===== config.mk =====
export PLATFORM = sky130hd
export DESIGN_NAME = vdpo_top
export DESIGN_NICKNAME = d
export VERILOG_FILES = /design/src/logic/vdpo_pkg.sv /design/src/logic/vdpo_chan_if.sv /design/src/logic/vdpo_channel.sv /design/src/logic/vdpo_top.sv
export SDC_FILE = /design/constraint.sdc
export NUM_CORES = 2
export LEC_CHECK = 0
export BUFFER_PORTS_ARGS = -buffer_cell sky130_fd_sc_hd__buf_4
export CAP_MARGIN = 20
export CORE_MARGIN = 5
export CORE_UTILIZATION = 55
export CTS_CLUSTER_DIAMETER = 150
export DETAILED_ROUTE_END_ITERATION = 6
export HOLD_SLACK_MARGIN = 0.12
export PLACE_DENSITY_LB_ADDON = 0.05
export SLEW_MARGIN = 10
export SYNTH_ARGS = -nofsm -noshare
export SYNTH_HDL_FRONTEND = slang
export SYNTH_SLANG_ARGS = --single-unit

===== constraint.sdc =====
create_clock -name aclk -period 13.9 [get_ports aclk]
set_clock_uncertainty 0.15 [all_clocks]
set_input_delay 0.695 -clock aclk [delete_from_list [all_inputs] [get_ports aclk]]
set_output_delay 0.695 -clock aclk [all_outputs]
set_load 0.1 [all_outputs]

===== src/logic/vdpo_pkg.sv =====
// constants shared by the variable duty pulse output block
package vdpo_pkg;
  // clock rate and frequency scaling
  localparam longint CLK_HZ = 250_000_000;
  localparam longint FINE_STEPS_PER_HZ = 10; // fine mode counts tenths of a hertz
  localparam logic [31:0] FINE_MOD = 32'(CLK_HZ * FINE_STEPS_PER_HZ);
  localparam logic [31:0] COARSE_MOD = 32'(CLK_HZ);
  // duty ratio in tenths of a percent
  localparam logic [9:0] DUTY_FULL = 10'h3E8; // 100.0 percent
  localparam logic [31:0] FINE_THR_STEP = 32'(CLK_HZ * FINE_STEPS_PER_HZ / 1000);
  localparam logic [31:0] COARSE_THR_STEP = 32'(CLK_HZ / 1000);
  // frequency limits
  localparam logic [15:0] FREQ_MIN = 16'h0001;
  localparam logic [15:0] COARSE_FREQ_MAX = 16'h8020; // 32800 Hz
  // register byte offsets
  localparam logic [7:0] CMD_OFS = 8'h00;
  localparam logic [7:0] ERR_OFS = 8'h04;
  localparam logic [7:0] FUNC_OFS = 8'h08;
  localparam logic [7:0] NORMAL_OFS = 8'h0C;
  localparam logic [7:0] FREQ0_OFS = 8'h10; // freq of output n at FREQ0_OFS + n * CHAN_STRIDE
  localparam logic [7:0] DUTY0_OFS = 8'h14;
  localparam logic [7:0] CHAN_STRIDE = 8'h08;
  localparam logic [7:0] FLAGS_LO_OFS = 8'h40;
  localparam logic [7:0] FLAGS_HI_OFS = 8'h44;
  // field positions
  localparam int CMD_START_POS = 0;
  localparam int CMD_STOP_POS = 8;
  localparam int FREQ_COARSE_POS = 16;
  localparam int FLAG_EVEN_POS = 0;
  localparam int FLAG_ODD_POS = 8;
  // reset values
  localparam logic [31:0] FREQ_RST = 32'h0000_0000;
  localparam logic [31:0] DUTY_RST = 32'h0000_0000;
  localparam logic [7:0] FUNC_RST = 8'h00;
  // terminal functions, two bits per terminal
  typedef enum logic [1:0] {
    VDPO_FN_NORMAL = 2'h0,
    VDPO_FN_DUTY = 2'h1,
    VDPO_FN_ERRRST = 2'h2,
    VDPO_FN_NONE = 2'h3
  } vdpo_fn_e;
  // axi responses
  localparam logic [1:0] RESP_OKAY = 2'h0;
  localparam logic [1:0] RESP_SLVERR = 2'h2;

  // high-time threshold on the phase accumulator
  function automatic logic [31:0] duty_threshold(input logic [9:0] duty, input logic coarse);
    logic [31:0] step;
    step = coarse ? COARSE_THR_STEP : FINE_THR_STEP;
    return 32'(duty * step);
  endfunction
endpackage


===== src/logic/vdpo_chan_if.sv =====
// link between the register block and one pulse channel
`timescale 1ns/10ps
`default_nettype none
interface vdpo_chan_if;
  logic start; // one-cycle start command
  logic stop; // one-cycle stop command
  logic coarse; // 1 Hz steps when high, 0.1 Hz when low
  logic [15:0] freq; // frequency setting
  logic [9:0] duty; // duty setting, tenths of a percent
  logic active; // pulses in progress
  logic refused; // start rejected for a bad frequency
  logic wave; // pulse level
  modport ctrl (output start, stop, coarse, freq, duty, input active, refused, wave);
  modport chan (input start, stop, coarse, freq, duty, output active, refused, wave);
endinterface
`default_nettype wire


===== src/logic/vdpo_channel.sv =====
// one continuous variable duty pulse channel
`timescale 1ns/10ps
`default_nettype none
module vdpo_channel (
  input wire logic aclk,
  input wire logic aresetn,
  vdpo_chan_if.chan link
);
  typedef enum logic [1:0] {
    VDPO_IDLE = 2'b01,
    VDPO_RUN = 2'b10
  } vdpo_state_e;

  vdpo_state_e state, next_state; // run state
  logic [31:0] acc, next_acc; // phase accumulator, wraps at the modulus
  logic [15:0] freq, next_freq; // frequency taken at start
  logic coarse, next_coarse; // resolution taken at start
  logic [9:0] duty_cur, next_duty_cur; // duty in force this cycle
  logic wave, next_wave; // registered pulse level
  logic refused, next_refused; // start rejected pulse
  logic [31:0] modulus; // accumulator wrap point
  logic [32:0] sum; // accumulator plus step
  logic wrap; // cycle boundary this clock
  logic start_ok; // frequency within range
  logic [9:0] duty_clip; // requested duty clipped to full scale

  assign modulus = coarse ? vdpo_pkg::COARSE_MOD : vdpo_pkg::FINE_MOD;
  assign sum = {1'b0, acc} + {17'h0_0000, freq};
  assign wrap = (state == VDPO_RUN) && (sum >= {1'b0, modulus});
  assign duty_clip = (link.duty > vdpo_pkg::DUTY_FULL) ? vdpo_pkg::DUTY_FULL : link.duty;
  // fine range runs from FREQ_MIN to the 16-bit top; coarse stops at its maximum
  assign start_ok = (link.freq >= vdpo_pkg::FREQ_MIN)
    && (!link.coarse || link.freq <= vdpo_pkg::COARSE_FREQ_MAX);

  // next state: start, stop, free running accumulation
  always_comb begin
    next_state = state;
    next_acc = acc;
    next_freq = freq;
    next_coarse = coarse;
    next_duty_cur = duty_cur;
    next_refused = 1'b0;
    if (link.stop) begin
      next_state = VDPO_IDLE;
      next_acc = 32'h0000_0000;
    end else if (link.start && start_ok) begin
      next_state = VDPO_RUN;
      next_acc = 32'h0000_0000;
      next_freq = link.freq;
      next_coarse = link.coarse;
      next_duty_cur = duty_clip;
    end else if (link.start) begin
      next_refused = 1'b1;
    end else begin
      case (state)
        VDPO_RUN: begin
          // no pulse count: cycles repeat until stopped
          if (wrap) begin
            next_acc = 32'(sum - {1'b0, modulus});
            // new duty waits for the cycle edge so no runt pulse appears
            next_duty_cur = duty_clip;
          end else begin
            next_acc = sum[31:0];
          end
        end
        VDPO_IDLE: next_acc = 32'h0000_0000;
        default: next_state = VDPO_IDLE;
      endcase
    end
    // high while the phase is under the threshold; 0 never, full always
    next_wave = (next_state == VDPO_RUN)
      && (next_acc < vdpo_pkg::duty_threshold(next_duty_cur, next_coarse));
  end

  // registers only
  always_ff @(posedge aclk) begin
    if (!aresetn) begin
      state <= VDPO_IDLE;
      acc <= 32'h0000_0000;
      freq <= 16'h0000;
      coarse <= 1'b0;
      duty_cur <= 10'h000;
      wave <= 1'b0;
      refused <= 1'b0;
    end else begin
      state <= next_state;
      acc <= next_acc;
      freq <= next_freq;
      coarse <= next_coarse;
      duty_cur <= next_duty_cur;
      wave <= next_wave;
      refused <= next_refused;
    end
  end

  assign link.active = (state == VDPO_RUN);
  assign link.wave = wave;
  assign link.refused = refused;

  stop_halts_a: assert property (@(posedge aclk) disable iff (!aresetn)
    link.stop |=> !link.active && !link.wave) else $error("stop did not halt output");
  start_runs_a: assert property (@(posedge aclk) disable iff (!aresetn)
    link.start && !link.stop && start_ok |=> link.active) else $error("valid start ignored");
  zero_duty_a: assert property (@(posedge aclk) disable iff (!aresetn)
    link.active && duty_cur == 10'h000 |-> !link.wave) else $error("zero duty drove high");
  full_duty_a: assert property (@(posedge aclk) disable iff (!aresetn)
    link.active && duty_cur == vdpo_pkg::DUTY_FULL |-> link.wave) else $error("full duty went low");
  duty_at_wrap_a: assert property (@(posedge aclk) disable iff (!aresetn)
    $changed(duty_cur) |-> $past(wrap || link.start)) else $error("duty changed mid cycle");
  keeps_running_a: assert property (@(posedge aclk) disable iff (!aresetn)
    link.active && !link.stop |=> link.active) else $error("output stopped by itself");
  bad_freq_a: assert property (@(posedge aclk) disable iff (!aresetn)
    link.start && !link.stop && !start_ok && !link.active |=> !link.active ##0 refused)
    else $error("bad frequency accepted");
  phase_range_a: assert property (@(posedge aclk) disable iff (!aresetn)
    link.active |-> acc < modulus) else $error("phase beyond modulus");
endmodule
`default_nettype wire


===== src/logic/vdpo_top.sv =====
// four variable duty pulse outputs behind an axi4-lite register slave
`timescale 1ns/10ps
`default_nettype none
// Behaviour
// - high/low time per cycle follows duty
// - start command begins pulses on output
// - duty changeable while running, no stop
// - duty 0.0 to 100.0 in 0.1 steps
// - fine frequency 0.1 to 6553.5 Hz
// - coarse frequency 1 to 32800 Hz
// - outputs drive four dedicated terminals
// - stop command halts the running output
// - terminal serves one function at a time
// - read-only in-progress flag per output
// - flags clear on power-up, run change
// - continuous mode only, no pulse count
module vdpo_top #(
  parameter int NUM_OUT = 4
) (
  input wire logic aclk,
  input wire logic aresetn,
  // axi4-lite slave
  input wire logic [7:0] s_axi_awaddr,
  input wire logic s_axi_awvalid,
  output logic s_axi_awready,
  input wire logic [31:0] s_axi_wdata,
  input wire logic [3:0] s_axi_wstrb,
  input wire logic s_axi_wvalid,
  output logic s_axi_wready,
  output logic [1:0] s_axi_bresp,
  output logic s_axi_bvalid,
  input wire logic s_axi_bready,
  input wire logic [7:0] s_axi_araddr,
  input wire logic s_axi_arvalid,
  output logic s_axi_arready,
  output logic [31:0] s_axi_rdata,
  output logic [1:0] s_axi_rresp,
  output logic s_axi_rvalid,
  input wire logic s_axi_rready,
  // controller state and shared terminal sources
  input wire logic ctrl_run,
  input wire logic [3:0] err_reset_req,
  // terminals
  output logic duty_terminal_a0,
  output logic duty_terminal_a1,
  output logic duty_terminal_b0,
  output logic duty_terminal_b1
);
  // register map and terminal list are fixed at four outputs
  if (NUM_OUT != 4) begin : g_bad_num_out
    $error("vdpo_top serves exactly four outputs");
  end

  // byte-lane merge used by the frequency and duty registers
  function automatic logic [31:0] merge(input logic [31:0] old, input logic [31:0] wd,
      input logic [3:0] strb);
    logic [31:0] res;
    res = old;
    for (int b = 0; b < 4; b++) begin
      if (strb[b]) res[8*b +: 8] = wd[8*b +: 8];
    end
    return res;
  endfunction

  vdpo_chan_if ch [NUM_OUT] (); // one link per output

  // write channel state
  logic aw_held, next_aw_held; // address taken, waiting for data
  logic w_held, next_w_held; // data taken, waiting for address
  logic [7:0] waddr, next_waddr; // held write address
  logic [31:0] wdata, next_wdata; // held write data
  logic [3:0] wstrb, next_wstrb; // held byte enables
  logic bvalid, next_bvalid; // write answer pending
  logic [1:0] bresp, next_bresp; // write answer code
  // read channel state
  logic rvalid, next_rvalid; // read answer pending
  logic [31:0] rdata, next_rdata; // read answer data
  logic [1:0] rresp, next_rresp; // read answer code
  // software-visible state
  logic [31:0] freq_reg [NUM_OUT]; // frequency and resolution per output
  logic [31:0] next_freq_reg [NUM_OUT];
  logic [31:0] duty_reg [NUM_OUT]; // duty per output
  logic [31:0] next_duty_reg [NUM_OUT];
  logic [7:0] func, next_func; // terminal function, two bits each
  logic [3:0] normal, next_normal; // normal output levels
  logic [3:0] err, next_err; // refused start, sticky, write one to clear
  logic [3:0] start_cmd, next_start_cmd; // start pulses to the channels
  logic [3:0] stop_cmd, next_stop_cmd; // stop pulses to the channels
  logic run_seen; // last sampled controller state
  logic [3:0] term, next_term; // registered terminal levels
  // helpers
  logic do_write; // write performed this cycle
  logic [7:0] wa; // effective write address
  logic [31:0] wd; // effective write data
  logic [3:0] ws; // effective byte enables
  logic run_edge; // controller started or stopped
  logic [3:0] active; // in-progress flags
  logic [3:0] wave; // channel pulse levels
  logic [3:0] chan_refused; // channel rejected a frequency
  logic [3:0] is_duty; // terminal assigned to pulse output

  assign run_edge = (ctrl_run != run_seen);

  genvar gi;
  generate
    for (gi = 0; gi < NUM_OUT; gi++) begin : g_out
      assign is_duty[gi] = (func[2*gi +: 2] == vdpo_pkg::VDPO_FN_DUTY);
      assign ch[gi].start = start_cmd[gi];
      assign ch[gi].stop = stop_cmd[gi];
      assign ch[gi].coarse = freq_reg[gi][vdpo_pkg::FREQ_COARSE_POS];
      assign ch[gi].freq = freq_reg[gi][15:0];
      assign ch[gi].duty = duty_reg[gi][9:0];
      assign active[gi] = ch[gi].active;
      assign wave[gi] = ch[gi].wave;
      assign chan_refused[gi] = ch[gi].refused;
      vdpo_channel u_chan (
        .aclk(aclk),
        .aresetn(aresetn),
        .link(ch[gi])
      );
    end
  endgenerate

  // effective write: held halves or those arriving now, either order
  always_comb begin
    wa = aw_held ? waddr : s_axi_awaddr;
    wd = w_held ? wdata : s_axi_wdata;
    ws = w_held ? wstrb : s_axi_wstrb;
    do_write = !bvalid && (aw_held || s_axi_awvalid) && (w_held || s_axi_wvalid);
  end

  assign s_axi_awready = !bvalid && !aw_held;
  assign s_axi_wready = !bvalid && !w_held;
  assign s_axi_arready = !rvalid;

  // next values of the bus slave and the register file
  always_comb begin
    next_aw_held = aw_held;
    next_w_held = w_held;
    next_waddr = waddr;
    next_wdata = wdata;
    next_wstrb = wstrb;
    next_bvalid = bvalid;
    next_bresp = bresp;
    next_rvalid = rvalid;
    next_rdata = rdata;
    next_rresp = rresp;
    next_freq_reg = freq_reg;
    next_duty_reg = duty_reg;
    next_func = func;
    next_normal = normal;
    next_start_cmd = 4'h0;
    next_stop_cmd = 4'h0;
    next_err = err;
    // hold halves that arrive alone
    if (s_axi_awvalid && s_axi_awready && !do_write) begin
      next_aw_held = 1'b1;
      next_waddr = s_axi_awaddr;
    end
    if (s_axi_wvalid && s_axi_wready && !do_write) begin
      next_w_held = 1'b1;
      next_wdata = s_axi_wdata;
      next_wstrb = s_axi_wstrb;
    end
    if (do_write) begin
      next_aw_held = 1'b0;
      next_w_held = 1'b0;
      next_bvalid = 1'b1;
      next_bresp = vdpo_pkg::RESP_OKAY;
      if (wa[7:2] == vdpo_pkg::CMD_OFS[7:2]) begin
        // commands only honoured on byte lanes that are enabled
        if (ws[0]) next_start_cmd = wd[vdpo_pkg::CMD_START_POS +: 4];
        if (ws[1]) next_stop_cmd = wd[vdpo_pkg::CMD_STOP_POS +: 4];
      end else if (wa[7:2] == vdpo_pkg::ERR_OFS[7:2]) begin
        if (ws[0]) next_err = err & ~wd[3:0];
      end else if (wa[7:2] == vdpo_pkg::FUNC_OFS[7:2]) begin
        if (ws[0]) next_func = wd[7:0];
      end else if (wa[7:2] == vdpo_pkg::NORMAL_OFS[7:2]) begin
        if (ws[0]) next_normal = wd[3:0];
      end else if (wa[7:6] == 2'h0 && wa[1:0] == 2'h0 && (wa[5:4] == 2'h1 || wa[5:4] == 2'h2)) begin
        // per-output frequency and duty words, 0x10 to 0x2C
        if (wa[2]) next_duty_reg[2'(wa[5:3] - 3'h2)] = merge(duty_reg[2'(wa[5:3] - 3'h2)], wd, ws) & 32'h0000_03FF;
        else next_freq_reg[2'(wa[5:3] - 3'h2)] = merge(freq_reg[2'(wa[5:3] - 3'h2)], wd, ws) & 32'h0001_FFFF;
      end else begin
        next_bresp = vdpo_pkg::RESP_SLVERR; // unmapped or read-only
      end
    end else if (bvalid && s_axi_bready) begin
      next_bvalid = 1'b0;
    end
    // a start on a terminal held by another function is refused
    for (int i = 0; i < NUM_OUT; i++) begin
      if (next_start_cmd[i] && (!is_duty[i] || !ctrl_run)) begin
        next_start_cmd[i] = 1'b0;
        next_err[i] = 1'b1;
      end
      // taking the terminal away from pulse output stops the channel
      if (active[i] && !is_duty[i]) next_stop_cmd[i] = 1'b1;
      if (chan_refused[i]) next_err[i] = 1'b1; // set wins over clear
    end
    // controller start or stop ends every output and clears the flags
    if (run_edge) begin
      next_stop_cmd = 4'hF;
      next_start_cmd = 4'h0;
    end
    // read channel
    if (s_axi_arvalid && s_axi_arready) begin
      next_rvalid = 1'b1;
      next_rresp = vdpo_pkg::RESP_OKAY;
      next_rdata = 32'h0000_0000;
      if (s_axi_araddr[7:2] == vdpo_pkg::CMD_OFS[7:2]) begin
        next_rdata = 32'h0000_0000; // commands read as zero
      end else if (s_axi_araddr[7:2] == vdpo_pkg::ERR_OFS[7:2]) begin
        next_rdata = {28'h000_0000, err};
      end else if (s_axi_araddr[7:2] == vdpo_pkg::FUNC_OFS[7:2]) begin
        next_rdata = {24'h00_0000, func};
      end else if (s_axi_araddr[7:2] == vdpo_pkg::NORMAL_OFS[7:2]) begin
        next_rdata = {28'h000_0000, normal};
      end else if (s_axi_araddr[7:2] == vdpo_pkg::FLAGS_LO_OFS[7:2]) begin
        next_rdata[vdpo_pkg::FLAG_EVEN_POS] = active[0];
        next_rdata[vdpo_pkg::FLAG_ODD_POS] = active[1];
      end else if (s_axi_araddr[7:2] == vdpo_pkg::FLAGS_HI_OFS[7:2]) begin
        next_rdata[vdpo_pkg::FLAG_EVEN_POS] = active[2];
        next_rdata[vdpo_pkg::FLAG_ODD_POS] = active[3];
      end else if (s_axi_araddr[7:6] == 2'h0 && (s_axi_araddr[5:4] == 2'h1 || s_axi_araddr[5:4] == 2'h2)) begin
        // only 0x10 to 0x2C; 0x30 to 0x3C is unmapped, not an alias
        next_rdata = s_axi_araddr[2] ? duty_reg[2'(s_axi_araddr[5:3] - 3'h2)]
          : freq_reg[2'(s_axi_araddr[5:3] - 3'h2)];
      end else begin
        next_rresp = vdpo_pkg::RESP_SLVERR;
      end
    end else if (rvalid && s_axi_rready) begin
      next_rvalid = 1'b0;
    end
  end

  // terminal multiplexer: one function per terminal
  always_comb begin
    for (int i = 0; i < NUM_OUT; i++) begin
      case (vdpo_pkg::vdpo_fn_e'(func[2*i +: 2]))
        vdpo_pkg::VDPO_FN_DUTY: next_term[i] = wave[i];
        vdpo_pkg::VDPO_FN_NORMAL: next_term[i] = normal[i];
        vdpo_pkg::VDPO_FN_ERRRST: next_term[i] = err_reset_req[i];
        default: next_term[i] = 1'b0;
      endcase
    end
  end

  // registers only
  always_ff @(posedge aclk) begin
    if (!aresetn) begin
      aw_held <= 1'b0;
      w_held <= 1'b0;
      waddr <= 8'h00;
      wdata <= 32'h0000_0000;
      wstrb <= 4'h0;
      bvalid <= 1'b0;
      bresp <= vdpo_pkg::RESP_OKAY;
      rvalid <= 1'b0;
      rdata <= 32'h0000_0000;
      rresp <= vdpo_pkg::RESP_OKAY;
      for (int i = 0; i < NUM_OUT; i++) begin
        freq_reg[i] <= vdpo_pkg::FREQ_RST;
        duty_reg[i] <= vdpo_pkg::DUTY_RST;
      end
      func <= vdpo_pkg::FUNC_RST;
      normal <= 4'h0;
      err <= 4'h0;
      start_cmd <= 4'h0;
      stop_cmd <= 4'h0;
      run_seen <= 1'b0;
      term <= 4'h0;
    end else begin
      aw_held <= next_aw_held;
      w_held <= next_w_held;
      waddr <= next_waddr;
      wdata <= next_wdata;
      wstrb <= next_wstrb;
      bvalid <= next_bvalid;
      bresp <= next_bresp;
      rvalid <= next_rvalid;
      rdata <= next_rdata;
      rresp <= next_rresp;
      freq_reg <= next_freq_reg;
      duty_reg <= next_duty_reg;
      func <= next_func;
      normal <= next_normal;
      err <= next_err;
      start_cmd <= next_start_cmd;
      stop_cmd <= next_stop_cmd;
      run_seen <= ctrl_run;
      term <= next_term;
    end
  end

  assign s_axi_bvalid = bvalid;
  assign s_axi_bresp = bresp;
  assign s_axi_rvalid = rvalid;
  assign s_axi_rdata = rdata;
  assign s_axi_rresp = rresp;
  assign duty_terminal_a0 = term[0];
  assign duty_terminal_a1 = term[1];
  assign duty_terminal_b0 = term[2];
  assign duty_terminal_b1 = term[3];

  run_clears_a: assert property (@(posedge aclk) disable iff (!aresetn)
    run_edge |-> ##2 active == 4'h0) else $error("flags not cleared on run change");
  one_function_a: assert property (@(posedge aclk) disable iff (!aresetn)
    !is_duty[0] |-> ##2 !active[0]) else $error("pulses on a terminal not assigned");
  term_follows_a: assert property (@(posedge aclk) disable iff (!aresetn)
    is_duty[0] |=> duty_terminal_a0 == $past(wave[0])) else $error("terminal not fed by pulse");
  bvalid_hold_a: assert property (@(posedge aclk) disable iff (!aresetn)
    s_axi_bvalid && !s_axi_bready |=> s_axi_bvalid) else $error("write answer dropped");
endmodule
`default_nettype wire


# Word level (Yosys, flattened, before mapping)
# Cells that the tools add are included.
# classes
add_sub_neg	10
mul	4
div_mod_pow	0
magnitude_cmp	23
eq_ne	37
shifts	0
n_mux	196
bitwise	14
n_reduce_logical	113
# op_table
operator	n
$mux W32	31
$mux W10	26
$bmux W32 S2	4
$bwmux W128	2
$pmux W32 S2	4
$mux W8	25
$add A32 B16 Y33	4
$ge A33 B32 Y1	4
$lt A32 B32 Y1	4
$mul A10 B32 Y32	4
$sub A32 B32 Y32	4
$mux W22	4
$mux W2	36
$demux W32 S2	1
$ge A16 B1 Y1 const B	4
$le A16 B16 Y1 const B	4
$mux W17	3
$mux W23	2
$mux W4	11
$gt A10 B10 Y1 const B	4
$mux W1	40
$logic_and A1 B1 Y1	39
$reduce_bool A3 Y1	12
$eq A2 B2 Y1 const B	14
28 further kinds	111
# word_totals
regBits	605
latchBits	0
ramBits	0
mem_bits_ro	0
in_bits	64
output_inout_bits	45
elab_cells	456
memories	0

# Depth between registers and ports, before layout
# logic_depth
word_depth	15
mapped_depth	56
mapped_depth_nobuf	54

# Hierarchy
# A second synthesis with hierarchy kept.
# unflattened
cells_unflattened	6041
area_unflattened_um2	49905.4
# modules_own_cells
mod	instances	cells_each	area_each_um2	seq_area_each_um2
vdpo_channel (g_out[1].u_chan)	1	1274	10243.6	1261.2
vdpo_channel (g_out[2].u_chan)	1	1205	9984.6	1261.2
vdpo_channel (g_out[0].u_chan)	1	1164	9967.1	1261.2
vdpo_top	1	1193	9922.0	3763.6
vdpo_channel (g_out[3].u_chan)	1	1205	9788.1	1261.2

# Worst setup path before layout
# Ideal clock, no wire load.
# synth_timing
path_kind	reg-to-reg
from	reg g_out[2].u_chan.freq[0]
to	reg g_out[2].u_chan.wave
setup_ns	0.059
t_arrival_ns	11.215
required_ns	13.691
slack_ns	2.476
path_stages_with_launch	52
path_buffers	1
cell_sequence	dfxtp_1 > ha_1 > inv_1 > fa_1 > nand2b_1 > a21o_1 > a21oi_1 > a21boi_1 > nor2_1 > nand3_1 > nor2_1 > xor2_1 > ha_1 > and3_1 > and3_1 > nand3_1 > or4_1 > nor4_1 > [... 16 more ...] > ha_1 > o21a_1 > o21ai_0 > a21oi_1 > o41ai_1 > o2111ai_1 > nand2_1 > o21ai_0 > o41ai_1 > o21bai_1 > a21oi_1 > xor2_1 > ha_1 > nor2b_1 > a2111oi_0 > o211a_1 > o211ai_1 > nand2_1
# synth_via
elab_chain_cells	11
# synth_lines
element	line_no	rtl
from (decl)	vdpo_channel.sv:16	logic [15:0] freq, next_freq;
from (signal assigned)	vdpo_channel.sv:88	freq <= next_freq;
$add A32 B16 Y33 (*)	vdpo_channel.sv:28	assign sum = {1'b0, acc} + {17'h0_0000, freq};
$ge A33 B32 Y1	vdpo_channel.sv:29	assign wrap = (state == VDPO_RUN) && (sum >= {1'b0, modulus});
$logic_and A1 B1 Y1	vdpo_channel.sv:29	
$mux W10	vdpo_channel.sv:58	if (wrap) begin
$mux W10	vdpo_channel.sv:55	case (state)
$mux W10	vdpo_channel.sv:52	end else if (link.start) begin
$mux W10	vdpo_channel.sv:46	end else if (link.start && start_ok) begin
$mux W10	vdpo_channel.sv:43	if (link.stop) begin
$mul A10 B32 Y32	vdpo_pkg.sv:50	return 32'(duty * step);
$lt A32 B32 Y1 (*)	vdpo_channel.sv:72	&& (next_acc < vdpo_pkg::duty_threshold(next_duty_cur, next_coarse));
$logic_and A1 B1 Y1 (*)	vdpo_channel.sv:72	
to (signal assigned)	vdpo_channel.sv:91	wave <= next_wave;
to (decl)	vdpo_channel.sv:19	logic wave, next_wave;
# Every way passes the cells marked *; elsewhere a longest branch is shown, timed or not.
# A chain may end at the register's enable or synchronous reset.

# Worst setup path after layout
# layout_timing
from	reg g_out[3].u_chan.freq[10]
to	reg g_out[3].u_chan.wave
# layout_via
elab_chain_cells	11
# layout_lines
element	line_no	rtl
from (decl)	vdpo_channel.sv:16	
from (signal assigned)	vdpo_channel.sv:88	
$add A32 B16 Y33	vdpo_channel.sv:28	
$ge A33 B32 Y1	vdpo_channel.sv:29	
$logic_and A1 B1 Y1	vdpo_channel.sv:29	
$mux W10	vdpo_channel.sv:58	
$mux W10	vdpo_channel.sv:55	
$mux W10	vdpo_channel.sv:52	
$mux W10	vdpo_channel.sv:46	
$mux W10	vdpo_channel.sv:43	
via g_out[3].u_chan.next_duty_cur[5]	vdpo_channel.sv:18	logic [9:0] duty_cur, next_duty_cur;
$mul A10 B32 Y32	vdpo_pkg.sv:50	
$lt A32 B32 Y1	vdpo_channel.sv:72	
$logic_and A1 B1 Y1	vdpo_channel.sv:72	
to (signal assigned)	vdpo_channel.sv:91	
to (decl)	vdpo_channel.sv:19	
# The timed path passes the listed nets, and every way through them passes these cells.

==> impl_metrics.ini <==
[run_status]
status = completed

[synthesis]
async_reset_ff_share_pct = 0
ys_types = 104
synthAdderAreaFrac_pct = 27.07
synth-simple-area-share_pct = 19.34
synth_area_leader_cell = dfxtp_1
synth-xor-area-share_pct = 4.834
synth_edf_count = 0
ys_ff_latch = 440
syn-instance-count = 5907
yosys-top-cells-count = 704 x nor2_1, 590 x ha_1, 540 x inv_1
synth_compound_area_share_pct = 17.10
synth-main-ff-cell = dfxtp_1
synth_top_family_by_area = adder cells
synth_area_leaders = dfxtp_1 18%, ha_1 15%, fa_1 12%
synth.top_cell.area_share_pct = 18.28
yosysMostFrequentCell = nor2_1
ys_warn_count = 0
synth_area_per_cell_sq_um = 8.159
yosysSeqAreaShare_pct = 18.28
yosys-mux-area-fraction_pct = 6.791
synth_area_sq_mm = 0.04820

[die]
core-area_sq_mm = 0.08689
start_util_pct = 55.47
ios = 109
die_x_um = 306.0
fp.dieH_um = 306.0
core.rowCount = 108
die_area_sq_mm = 0.09365

[clocking]
max-clock-path-buffers = 3
cts_root_buf = clkbuf_16
cts_tree = done
clock_latency_ns = 0.62
numCtsBuffers = 54
path_clk_slew_ns = 0.06
clock-sinks = 440
htreeDepth = 2

[worst_setup_path]
crit_path_frequent_cell = ha_1
slowest_stage = fa_1
cp_max_fo = 11
required_ns = 14.24
r2r_slack_ns = 0.91
critPathLaunchType = flip-flop
critPathArrivalTime_ns = 13.33
worstReg2RegEnd = g_out[3].u_chan.link.wave
r2r_cells = 49
critPathKind = reg -> reg
crit_path_end_kind = flip-flop
crit_path_max_incr_delay_ns = 0.58
timing.rr.start = g_out[3].u_chan.freq[10]

[drt]
wl_mm = 141.1
viasPerCell = 5.973
vias = 42400
wl_per_cell_um = 19.88
ant_nets = 0
drc = 0
firstDrtPassIters = 5
drtIter0Drc = 3484

[power]
ir_worst_vdd_v = 0.00009476
seqPwrFrac_pct = 42.2
p_int_mw = 2.208
power.switching_mw = 0.8193
combPwrFrac_pct = 8.3
pwr-share-clk_pct = 49.5
leakagePower_nw = 24.42
power_switching_share_pct = 27.07
p_per_area_mw_per_mm2 = 58.29

[sta]
tns_ns = 0
setup_viol = 0
rsz0062_at_grt = no
fin_crit_sh_pct = 93.46
period_minus_slack_ns = 12.99
worstMarginPinSlew_ns = 1.063
relSlewSlack_pct = 29.16
maxSlewViolCount = 0
fmax_ghz = 0.07697
hold_viol = 0

[placed_design]
place_congestion = 0.9556
hpwl_mm = 111.5
placedInstanceArea_sq_mm = 0.04998
io_buffers = 73

[global_routing]
grt_max_degree = 104
grt_usage_pct = 29.22
grt_overflow = 0
grt_pass1_vias = 39980
antenna_found_initial = 4
grt_pass1_wl_mm = 223.9

[min_path]
hold_depth = 3
hold_path.startpoint = s_axi_awaddr[0]
hold_end = waddr[0]
hp-class = in -> reg

[flow_run]
drv_cap = 0

[layout]
layout-drive-gt1-share_pct = 7.156
syn_to_final_growth_pct = 7.747
fin_nets = 6831
largest_reg_flops = 128
final_area_sq_mm = 0.05193
## how the worst max path moves through the flow
stage,start,endpoint,depth (start not counted)
after detailed placement,g_out[3].u_chan.freq[0],g_out[3].u_chan.link.wave,48
after CTS,g_out[3].u_chan.freq[12],g_out[3].u_chan.link.wave,48
after global routing,g_out[0].u_chan.freq[0],g_out[0].u_chan.link.wave,51
after global placement,g_out[3].u_chan.freq[12],g_out[3].u_chan.link.wave,50
after floorplan,g_out[2].u_chan.freq[0],g_out[2].u_chan.link.wave,51
final,g_out[3].u_chan.freq[10],g_out[3].u_chan.link.wave,49
## cells in the final DEF (no fill, tap or decap), types with 21 or more instances in the layout
cell type | Yosys | routed
nand2_1 | 516 | 516
xnor2_1 | 153 | 153
o21ai_0 | 215 | 214
nor2b_1 | 49 | 48
ha_1 | 590 | 590
o31ai_1 | 23 | 23
dfxtp_1 | 440 | 440
a21o_1 | 94 | 94
mux4_2 | 49 | 49
o22ai_1 | 43 | 43
o21bai_1 | 32 | 32
or3_1 | 42 | 42
a21oi_1 | 285 | 285
o21a_1 | 65 | 65
or2_2 | 25 | 25
a22oi_1 | 64 | 64
a211oi_1 | 92 | 92
xor2_1 | 113 | 113
mux2i_1 | 187 | 181
nand4_1 | 52 | 52
conb_1 | 2 | 46
a31oi_1 | 65 | 65
nand3_1 | 134 | 134
o21ai_1 | 24 | 21
clkbuf_16 | 0 | 55
inv_1 | 540 | 539
mux2_2 | 24 | 24
nand2b_1 | 80 | 80
nor4_1 | 45 | 41
nor2_1 | 704 | 700
and2_1 | 76 | 76
buf_4 | 18 | 154
and3_1 | 63 | 63
nor3_1 | 135 | 134
o211ai_1 | 34 | 34
fa_1 | 283 | 283
## layout make-up
| class | count | area, sq um |
|---|---|---|
| antenna | 4 | 10.01 |
| inverter | 549 | 2068 |
| clock inverter | 33 | 366.6 |
| multi-input combinational | 4688 | 36500 |
| clock buffer | 68 | 1485 |
| tap | 1155 | 1445 |
| timing repair buffer | 161 | 1247 |
| fill | 7967 | 34960 |
| sequential | 440 | 8808 |
## routing by layer
layer	track usage, %	vias up	part of all wire, %
met5	0	-	0.0085
met4	6.420	2	2.3
met2	46.23	1297	44
li1	-	20650	-
met1	42.32	20260	46
met3	4.811	188	7.7
## kinds of logic after synthesis
| group | Yosys count |
|---|---|
| fa+ha+maj | 873 |
| simple gates | 2004 |
| buf+inv | 823 |
| xor+xnor | 266 |
| other cells | 2 |
| mux | 262 |
| compound gates | 1237 |
| flops | 440 |
## metrics by stage
stage	utilization, %	hold slack [ns]	setup slack [ns]	power [mW]	instances
5_1_grt	59.76	0.1763	0.01778	3.120	7096
3_3_place_gp	57.50	0.2910	0.6923	1.550	6986
6_report	59.77	0.1824	0.9087	3.027	7098
2_1_floorplan	-	0.2673	2.476	1.477	5951
3_5_place_dp	57.53	0.2961	0.6168	1.551	6988
4_1_cts	59.67	0.1569	0.5212	3.045	7090
## power by group through the flow
stage	Clock, mW	Sequential, mW	Combinational, mW
global placement	0	1.31	0.245
global route	1.57	1.28	0.269
detailed placement	0	1.31	0.245
finish	1.50	1.28	0.250
CTS	1.52	1.28	0.247
floorplan	0	1.31	0.168
## worst max-delay path: cells and delay by family, from the launching register on
| family | cells | cell delay (ns) |
|---|---|---|
| buf+inv | 6 | 0.83 |
| compound gates | 13 | 2.75 |
| simple gates | 18 | 4.58 |
| xor+xnor | 2 | 0.29 |
| flops | 1 | 0.33 |
| fa+ha+maj | 9 | 3.59 |
| mux | 1 | 0.30 |
## timing repair
action	CTS	global route
endpoints found under the setup margin	0	2
hold buffers	1	0
resized for setup	0	3
hold endpoints to repair	1	0
buffers inserted	0	1
Power figures use the tool's default switching activity.
